$ cat src/pkg/mscf_map.vh
// Register offsets, field positions, reset values and timing counts for the sequencer glue block
`ifndef MSCF_MAP_VH
`define MSCF_MAP_VH

// ==========================================================================
// Register byte offsets
`define MSCF_CTRL_OFF     12'h000
`define MSCF_STAT_OFF     12'h004
`define MSCF_CMD_OFF      12'h008
`define MSCF_DATA_OFF     12'h00c
`define MSCF_UCODE_OFF    12'h010

// ==========================================================================
// Control register fields
`define MSCF_CTRL_RUN     0
`define MSCF_CTRL_STEP    1
`define MSCF_CTRL_HTEST   2
`define MSCF_CTRL_HIEN    3
`define MSCF_CTRL_HUIRQ   4
`define MSCF_CTRL_RESET   32'h0000_0000

// ==========================================================================
// Command register fields (write one to act)
`define MSCF_CMD_ACK      0
`define MSCF_CMD_SRST     1

// ==========================================================================
// Microcode word fields (pre- and post-pipeline copy)
`define MSCF_UC_SEL_LO    0
`define MSCF_UC_SEL_HI    1
`define MSCF_UC_OP_LO     2
`define MSCF_UC_OP_HI     4
`define MSCF_UC_BKPT      5
`define MSCF_UC_CLEN_LO   6
`define MSCF_UC_CLEN_HI   7

// ==========================================================================
// Cycle lengths and memory window counts in oscillator periods
`define MSCF_LEN0         4'd2
`define MSCF_LEN1         4'd4
`define MSCF_LEN2         4'd8
`define MSCF_LEN3         4'd11
`define MSCF_MEM_LEAD     4'd2
`define MSCF_MEM_TRAIL    4'd1

`endif

$ cat src/mscf_clock_flag_ctrl.v
// Condition flag mux, interrupt flags and array clock generator for a microprogram sequencer
//
// Chosen here: the address map and the AHB-Lite slave port.

`include "mscf_map.vh"

module mscf_clock_flag_ctrl (
  // Clock and reset
  input  wire        mclk,
  input  wire        rst_n,
  // AHB-Lite slave
  input  wire        hsel,
  input  wire [11:0] haddr,
  input  wire [1:0]  htrans,
  input  wire        hwrite,
  input  wire [2:0]  hsize,
  input  wire [31:0] hwdata,
  input  wire        hready,
  output reg  [31:0] hrdata,
  output reg         hreadyout,
  output reg         hresp,
  // Sequencer and memory side
  input  wire        host_access_pending_n,
  input  wire [15:0] data_reg_next_value,
  input  wire        data_reg_load,
  input  wire [7:0]  ucode_word,
  input  wire        host_mem_access,
  output reg         seqFlag_ff,
  output reg  [3:0]  seqExtIrq_ff,
  output reg         arrayClk_ff,
  output reg         halt_ff,
  output reg         memEnable_n_ff,
  output reg         ucodeCe_n_ff,
  output reg         ucodeOe_n_ff,
  output reg         dataCs_n_ff,
  output reg         seqReset_n_ff,
  output reg         hostIrq_ff
);

  // ==========================================================================
  // Reset synchroniser and host_access_pending_n synchroniser
  reg        rstMeta_ff;
  reg        rstSync_ff;
  reg        pendMeta_ff;
  reg        pendSync_ff;
  always @(posedge mclk or negedge rst_n) begin
    if (!rst_n) begin
      rstMeta_ff <= 1'b0;
      rstSync_ff <= 1'b0;
    end else begin
      rstMeta_ff <= 1'b1;
      rstSync_ff <= rstMeta_ff;
    end
  end
  wire rstN = rstSync_ff;
  always @(posedge mclk or negedge rstN) begin
    if (!rstN) begin
      pendMeta_ff <= 1'b1;
      pendSync_ff <= 1'b1;
    end else begin
      pendMeta_ff <= host_access_pending_n;
      pendSync_ff <= pendMeta_ff;
    end
  end

  // ==========================================================================
  // Register state
  reg        run_ff;
  reg        step_ff;
  reg        hostTest_ff;
  reg        hostIrqEn_ff;
  reg        microIrq_ff;
  reg        hostIrqReq_ff;
  reg  [7:0] pipe_ff;
  reg  [15:0] nextData_ff;
  reg  [1:0] clen_ff;
  reg  [3:0] cnt_ff;
  reg  [1:0] state_ff;
  reg        wrPend_ff;
  reg  [11:0] wrAddr_ff;

  localparam ST_HALT = 2'd0;
  localparam ST_LOW  = 2'd1;
  localparam ST_HIGH = 2'd2;

  // ==========================================================================
  // Bus slave: zero wait states, OKAY always, unmapped reads zero
  wire addrPhase = hsel & hready & htrans[1];
  wire doWrite   = wrPend_ff;
  wire ctrlWr    = doWrite & (wrAddr_ff == `MSCF_CTRL_OFF);
  wire cmdWr     = doWrite & (wrAddr_ff == `MSCF_CMD_OFF);
  always @(posedge mclk or negedge rstN) begin
    if (!rstN) begin
      wrPend_ff <= 1'b0;
      wrAddr_ff <= 12'h000;
      hrdata    <= 32'h0000_0000;
      hreadyout <= 1'b0;
      hresp     <= 1'b0;
    end else begin
      hreadyout <= 1'b1;
      hresp     <= 1'b0;
      wrPend_ff <= addrPhase & hwrite;
      if (addrPhase) begin
        wrAddr_ff <= haddr;
      end
      if (addrPhase & !hwrite) begin
        case (haddr)
          `MSCF_CTRL_OFF: begin
            hrdata <= {27'h0, microIrq_ff, hostIrqEn_ff, hostTest_ff, step_ff, run_ff};
          end
          `MSCF_STAT_OFF: begin
            hrdata <= {25'h0, hostIrqReq_ff, seqReset_n_ff, memEnable_n_ff,
                       arrayClk_ff, halt_ff, clen_ff};
          end
          `MSCF_DATA_OFF: begin
            hrdata <= {16'h0, nextData_ff};
          end
          `MSCF_UCODE_OFF: begin
            hrdata <= {24'h0, pipe_ff};
          end
          default: begin
            hrdata <= 32'h0000_0000;
          end
        endcase
      end
    end
  end

  // ==========================================================================
  // Clock generator
  wire go       = (run_ff | step_ff) & pendSync_ff;
  wire clkRise  = (state_ff == ST_LOW) & (cnt_ff == 4'd1);
  reg  [3:0] lowLen;
  always @* begin
    case (clen_ff)
      2'd0:    lowLen = `MSCF_LEN0 - 4'd1;
      2'd1:    lowLen = `MSCF_LEN1 - 4'd1;
      2'd2:    lowLen = `MSCF_LEN2 - 4'd1;
      default: lowLen = `MSCF_LEN3 - 4'd1;
    endcase
  end
  reg  [1:0] nxt_state;
  reg  [3:0] nxt_cnt;
  always @* begin
    nxt_state = state_ff;
    nxt_cnt   = cnt_ff;
    case (state_ff)
      ST_HALT: begin
        if (go) begin
          nxt_state = ST_LOW;
          nxt_cnt   = lowLen;
        end
      end
      ST_LOW: begin
        if (cnt_ff == 4'd1) begin
          nxt_state = ST_HIGH;
        end else begin
          nxt_cnt = cnt_ff - 4'd1;
        end
      end
      ST_HIGH: begin
        if (go) begin
          nxt_state = ST_LOW;
          nxt_cnt   = lowLen;
        end else begin
          nxt_state = ST_HALT;
        end
      end
      default: begin
        nxt_state = ST_HALT;
      end
    endcase
  end
  // Memory window: last two low periods and the high period after the edge
  wire nxtMemOn = ((nxt_state == ST_LOW) & (nxt_cnt <= `MSCF_MEM_LEAD)) |
                  (nxt_state == ST_HIGH) |
                  ((nxt_state == ST_LOW) & (clen_ff == 2'd0));
  always @(posedge mclk or negedge rstN) begin
    if (!rstN) begin
      state_ff       <= ST_HALT;
      cnt_ff         <= 4'd0;
      halt_ff        <= 1'b1;
      arrayClk_ff    <= 1'b1;
      memEnable_n_ff <= 1'b1;
      ucodeCe_n_ff   <= 1'b1;
      ucodeOe_n_ff   <= 1'b1;
      dataCs_n_ff    <= 1'b1;
    end else begin
      state_ff       <= nxt_state;
      cnt_ff         <= nxt_cnt;
      halt_ff        <= (nxt_state == ST_HALT);
      arrayClk_ff    <= (nxt_state != ST_LOW);
      memEnable_n_ff <= ~nxtMemOn;
      ucodeCe_n_ff   <= ~(nxtMemOn | host_mem_access);
      ucodeOe_n_ff   <= ~(nxtMemOn | host_mem_access);
      dataCs_n_ff    <= ~(nxtMemOn | host_mem_access);
    end
  end

  // ==========================================================================
  // Pipeline copy and cycle length, loaded only at the array clock rise
  always @(posedge mclk or negedge rstN) begin
    if (!rstN) begin
      clen_ff <= 2'h0;
      pipe_ff <= 8'h00;
    end else if (clkRise) begin
      pipe_ff <= ucode_word;
      clen_ff <= ucode_word[`MSCF_UC_CLEN_HI:`MSCF_UC_CLEN_LO];
    end
  end

  // ==========================================================================
  // Next data register latch and condition flag
  wire [1:0] selPre = ucode_word[`MSCF_UC_SEL_HI:`MSCF_UC_SEL_LO];
  always @(posedge mclk or negedge rstN) begin
    if (!rstN) begin
      nextData_ff <= 16'h0000;
      seqFlag_ff  <= 1'b0;
    end else begin
      if ((state_ff == ST_LOW) & data_reg_load) begin
        nextData_ff <= data_reg_next_value;
      end
      case (selPre)
        2'd0:    seqFlag_ff <= ~&nextData_ff;
        2'd1:    seqFlag_ff <= |nextData_ff;
        2'd2:    seqFlag_ff <= nextData_ff[15];
        default: seqFlag_ff <= hostTest_ff;
      endcase
    end
  end

  // ==========================================================================
  // Flags and interrupts
  wire opZero  = (pipe_ff[`MSCF_UC_OP_HI:`MSCF_UC_OP_LO] == 3'd0);
  wire setReq  = clkRise & opZero & pipe_ff[`MSCF_UC_SEL_HI] & pipe_ff[`MSCF_UC_SEL_LO];
  wire clrReq  = clkRise & opZero & pipe_ff[`MSCF_UC_SEL_HI] & ~pipe_ff[`MSCF_UC_SEL_LO];
  wire clrUIrq = (state_ff == ST_LOW) & opZero &
                 ~pipe_ff[`MSCF_UC_SEL_HI] & pipe_ff[`MSCF_UC_SEL_LO];
  wire softRst = cmdWr & hwdata[`MSCF_CMD_SRST];
  wire ackReq  = cmdWr & hwdata[`MSCF_CMD_ACK];
  wire enOff   = ctrlWr & ~hwdata[`MSCF_CTRL_HIEN];
  wire uIrqOff = ctrlWr & ~hwdata[`MSCF_CTRL_HUIRQ];

  // ==========================================================================
  // Host control bits
  always @(posedge mclk or negedge rstN) begin
    if (!rstN) begin
      run_ff       <= 1'b0;
      hostTest_ff  <= 1'b0;
      hostIrqEn_ff <= 1'b0;
    end else if (ctrlWr) begin
      run_ff       <= hwdata[`MSCF_CTRL_RUN];
      hostTest_ff  <= hwdata[`MSCF_CTRL_HTEST];
      hostIrqEn_ff <= hwdata[`MSCF_CTRL_HIEN];
    end
  end

  // Step flag cleared by the cycle's rising edge; a host write wins over that clear in the same cycle
  always @(posedge mclk or negedge rstN) begin
    if (!rstN) begin
      step_ff <= 1'b0;
    end else if (ctrlWr & hwdata[`MSCF_CTRL_STEP]) begin
      step_ff <= 1'b1;
    end else if (clkRise) begin
      step_ff <= 1'b0;
    end
  end

  // Only software or microcode clears it, never the take
  always @(posedge mclk or negedge rstN) begin
    if (!rstN) begin
      microIrq_ff <= 1'b0;
    end else if (ctrlWr & hwdata[`MSCF_CTRL_HUIRQ]) begin
      microIrq_ff <= 1'b1;
    end else if (clrUIrq | softRst | uIrqOff) begin
      microIrq_ff <= 1'b0;
    end
  end

  // Set wins over every clear that lands in the same cycle
  always @(posedge mclk or negedge rstN) begin
    if (!rstN) begin
      hostIrqReq_ff <= 1'b0;
    end else if (setReq) begin
      hostIrqReq_ff <= 1'b1;
    end else if (clrReq | ackReq | softRst | enOff) begin
      hostIrqReq_ff <= 1'b0;
    end
  end

  // ==========================================================================
  // Pins towards the sequencer and the host
  always @(posedge mclk or negedge rstN) begin
    if (!rstN) begin
      seqReset_n_ff <= 1'b1;
      seqExtIrq_ff  <= 4'h0;
      hostIrq_ff    <= 1'b0;
    end else begin
      seqReset_n_ff <= ~softRst;
      seqExtIrq_ff  <= {microIrq_ff, ucode_word[`MSCF_UC_BKPT], 2'h0};
      hostIrq_ff    <= hostIrqReq_ff & hostIrqEn_ff;
    end
  end

endmodule

$ cat config.mk
export PLATFORM = sky130hd
export DESIGN_NAME = mscf_clock_flag_ctrl
export DESIGN_NICKNAME = d
export VERILOG_FILES = /design/src/mscf_clock_flag_ctrl.v
export VERILOG_INCLUDE_DIRS = /design/src /design/src/pkg
export SDC_FILE = /design/constraint.sdc
export NUM_CORES = 1
export LEC_CHECK = 0
export BUFFER_PORTS_ARGS = -buffer_cell sky130_fd_sc_hd__buf_4
export CAP_MARGIN = 25
export CELL_PAD_IN_SITES_DETAIL_PLACEMENT = 1
export CELL_PAD_IN_SITES_GLOBAL_PLACEMENT = 1
export CORE_UTILIZATION = 42
export CTS_BUF_LIST = sky130_fd_sc_hd__clkbuf_8
export CTS_CLUSTER_SIZE = 14
export DETAILED_ROUTE_END_ITERATION = 10
export PLACE_DENSITY = 0.86
export SLEW_MARGIN = 0
export SYNTH_ARGS = -nofsm -noshare
export SYNTH_HDL_FRONTEND = slang
export SYNTH_SLANG_ARGS = --single-unit
$ cat constraint.sdc
create_clock -name mclk -period 5.7 [get_ports mclk]
set_clock_uncertainty 0.05 [all_clocks]
set_input_delay 0.855 -clock mclk [delete_from_list [all_inputs] [get_ports mclk]]
set_output_delay 0.855 -clock mclk [all_outputs]
set_load 0.05 [all_outputs]
==> impl_metrics.csv <==
group,metric,value,unit
clock_tree,htreeDepth,3,
setup_path,reg2reg_depth,6,
drt,first_pass_iters,4,
final_layout,fillCellCount,861,
timing,tns,0,ns
global_routing,antenna_found_initial,0,
setup_path,worstPathRequired,5.90,ns
pwr,clock_power_share,23.6,%
floorplan,coreArea,7890,um^2
clock_tree,worstSkewPairLatency,0.34,ns
setup_path,path_cells,"buf_4, nand3_1, nand4b_1, or4_1, o21ai_1",
setup_path,path_max_fanout,15,
global_routing,grt.total_usage,23.0,%
drt,ant_nets,0,
drt,vias,2613,
final_layout,nets,448,
setup_path,worstPathArrival,2.86,ns
global_routing,grt_pass1_vias,2794,
logic_synthesis,synth_area_per_cell,12.3,um^2
clock_tree,clkTransAtPathRegs,0.08,ns
placement,pre_cts_ws,2.70,ns
timing,setup_viol,0,
timing,slew_headroom,47.8,%
global_routing,overflow,0,
global_routing,grt_pass1_wl,15000,um
timing,min_period,2.65,ns
floorplan,dieHeight,93.3,um
pwr,power_switching,0.652,mW
logic_synthesis,syn_inst,284,
floorplan,die-area,8710,um^2
clock_tree,holdBufCountCts,0,
logic_synthesis,async_flop_share,100,%
floorplan,pin_count,128,
clock_tree,cts_resized,0,
pwr,p_per_area,423,nW/um^2
setup_path,cpLargestDelayFamily,"simple AND/OR/NAND/NOR gates",
final_layout,drive_gt1_share,38.9,%
setup_path,r2r_slack,3.29,ns
global_routing,grt_max_degree,63,
setup_path,critPathMaxStageDelay,0.70,ns
final_layout,antenna_cells,0,
setup_path,critPathKind,"input pin to register",
timing,fin_ws,3.05,ns
drt,wl_per_cell,19.6,um
logic_synthesis,synth_top_flop_cell,"dfrtp_1",
placement,hpwl,6870,um
pwr,power.total,1.82,mW
drt,drt_iter0_markers,151,
clock_tree,cts_buffers,9,
drt,vias_per_cell,5.54,
clock_tree,cts_tree,"done",
clock_tree,clock-sinks,79,
timing,finalCritPeriodShare,46.6,%
logic_synthesis,ys_warn_count,0,
run,cap_violations,0,
setup_path,rr_startpoint,"cnt_ff[1]$_DFF_PN0_",
setup_path,critPathCaptureType,"register",
logic_synthesis,ys_ff_latch,79,
setup_path,worstReg2RegEnd,"pipe_ff[3]$_DFFE_PN0P_",
timing,rsz0062_at_grt,"no",
pwr,p_leak,1.98,nW
setup_path,critPathSlowestCell,"or4_1",
timing,fmax,377,MHz
setup_path,critPathLaunchType,"input pin",
logic_synthesis,ys_seq_area_share,56.7,%
outcome,status,"finished clean",
floorplan,row_count,32,
timing,final_hold_viol_count,0,
clock_tree,clockBufferDepth,2,
floorplan,die_w,93.3,um
pwr,peakVddDrop,0.139,mV
drt,routed_wl,9240,um
clock_tree,cts_setup_buffers,0,
pwr,intPower,1.17,mW
timing,worst_slew_pin_slew,0.783,ns
pwr,seqPwrFrac,48.8,%
placement,io_buffers,77,
final_layout,area_delta_synth_final,23.2,%
floorplan,start_util,44.4,%
logic_synthesis,syn_area,3500,um^2
logic_synthesis,synth.distinct_cells,45,
pwr,p_sw_share,35.7,%
pwr,p_comb_share,27.6,%
setup_path,path_buf_inv,1,
drt,drc,0,
placement,gp_routability_congestion,0.878,
logic_synthesis,synth_edf_count,0,
min_path,hp-class,"register to asynchronous set/reset pin",
timing,maxSlewViolCount,0,
clock_tree,root_buffer,"clkbuf_8",
[cells by family after synthesis]
logic type / count (synthesis) / share of synthesized area (%)
adder cells (fa/ha/maj): 2 / 0.714
other: 2 / 0.214
AO/OA/AOI/OAI: 54 / 10.8
buffers and inverters: 38 / 6.43
flip-flops: 79 / 56.7
XOR/XNOR: 1 / 0.250
AND/OR/NAND/NOR: 64 / 10.7
multiplexers: 44 / 14.1
[routing by layer]
metal / vias to the layer above / wire length [um] / track usage [%]
li1: 1161 / - / -
met4: 0 / 224 / 9.74
met2: 88 / 4600 / 37.0
met5: - / 0 / 0
met3: 19 / 457 / 3.90
met1: 1345 / 3960 / 30.8
[synthesized netlist by cell type (all sizes together) (2+ instances only)]
master | n | area (um^2)
a21oi | 2 | 10.0
a221o | 2 | 20.0
a22o | 9 | 78.8
a22oi | 10 | 75.1
a32oi | 3 | 26.3
and2 | 5 | 31.3
buf | 24 | 173
clkbuf | 4 | 15.0
conb | 2 | 7.51
dfrtp | 72 | 1800
dfstp | 7 | 184
ha | 2 | 25.0
inv | 10 | 37.5
mux2 | 44 | 495
nand2 | 10 | 37.5
nand2b | 5 | 31.3
nand3 | 7 | 35.0
nand3b | 2 | 15.0
nand4 | 4 | 25.0
nand4b | 2 | 17.5
nor2 | 6 | 25.0
nor3 | 4 | 20.0
nor3b | 2 | 15.0
nor4 | 10 | 62.6
nor4b | 2 | 23.8
o211ai | 3 | 22.5
o21a | 2 | 15.0
o21ai | 18 | 90.1
o31ai | 2 | 15.0
[sequential cells by signal, summed over array words and instances (netlist names), 2 cells and up]
signal,cells
state_ff,2
seqExtIrq_ff,2
cnt_ff,4
pipe_ff,8
hrdata,16
wrAddr_ff,12
nextData_ff,16
[layout make-up]
type | count | area [um^2] | area share, %
Multi-Input combinational cell | 186 | 1360 | 31.6
Sequential cell | 79 | 1990 | 46.1
Clock buffer | 12 | 165 | 3.83
Inverter | 10 | 37.5 | 0.870
Tap cell | 102 | 128 | 2.96
Timing Repair Buffer | 79 | 591 | 13.7
Clock inverter | 4 | 43.8 | 1.02
[worst max path at each step]
stage	cells past startpoint	startpoint	end
after CTS	5	htrans[1]	hrdata[1]$_DFFE_PN0P_
final	5	htrans[1]	hrdata[1]$_DFFE_PN0P_
after floorplan	0	rstN$_DFF_PN0_	cnt_ff[0]$_DFF_PN0_
after global placement	5	htrans[1]	hrdata[5]$_DFFE_PN0P_
after global routing	6	htrans[1]	hrdata[0]$_DFFE_PN0P_
after detailed placement	6	htrans[1]	hrdata[0]$_DFFE_PN0P_
[power by group through the flow]
stage / registers (mW) / clock network [mW] / logic (mW)
finish: 0.891 / 0.430 / 0.504
global route: 0.911 / 0.464 / 0.550
CTS: 0.887 / 0.438 / 0.508
detailed placement: 0.896 / 0 / 0.500
global placement: 0.881 / 0 / 0.479
floorplan: 0.899 / 0 / 0.326
[cell usage in the layout, fill, tap and decap left out, types with 3 or more instances in the layout]
master / instances
mux2_1: 6
mux2_2: 38
nand2b_1: 5
dfrtp_1: 71
nor3_1: 4
nor2_1: 5
inv_1: 9
conb_1: 21
a22oi_1: 10
o21ai_0: 8
a22o_1: 9
buf_4: 78
clkbuf_8: 12
nand2_1: 10
dfstp_2: 7
and2_1: 4
o211ai_1: 3
a32oi_1: 3
nor4_1: 10
nand4_1: 4
o21ai_1: 10
nand3_1: 7
[worst reg2reg max path, cell delays in order, from the launching register on]
cell and delay [ns]:
dfrtp_1 0.41, inv_1 0.11, ha_1 0.18, nor3b_1 0.59, nand2_1 0.31, inv_2 0.28
mux2_2 0.36
[stage by stage]
stage / util (%) / hold slack, ns / cells / instance area (um^2)
2_1_floorplan: - / 0.281 / 303 / 3570
3_3_place_gp: 52.0 / 0.118 / 455 / 4100
3_5_place_dp: 52.0 / 0.133 / 456 / 4110
4_1_cts: 54.7 / 0.138 / 472 / 4310
5_1_grt: 54.7 / 0.167 / 472 / 4310
6_report: 54.7 / 0.128 / 472 / 4310
(Power assumes the default switching activity.)
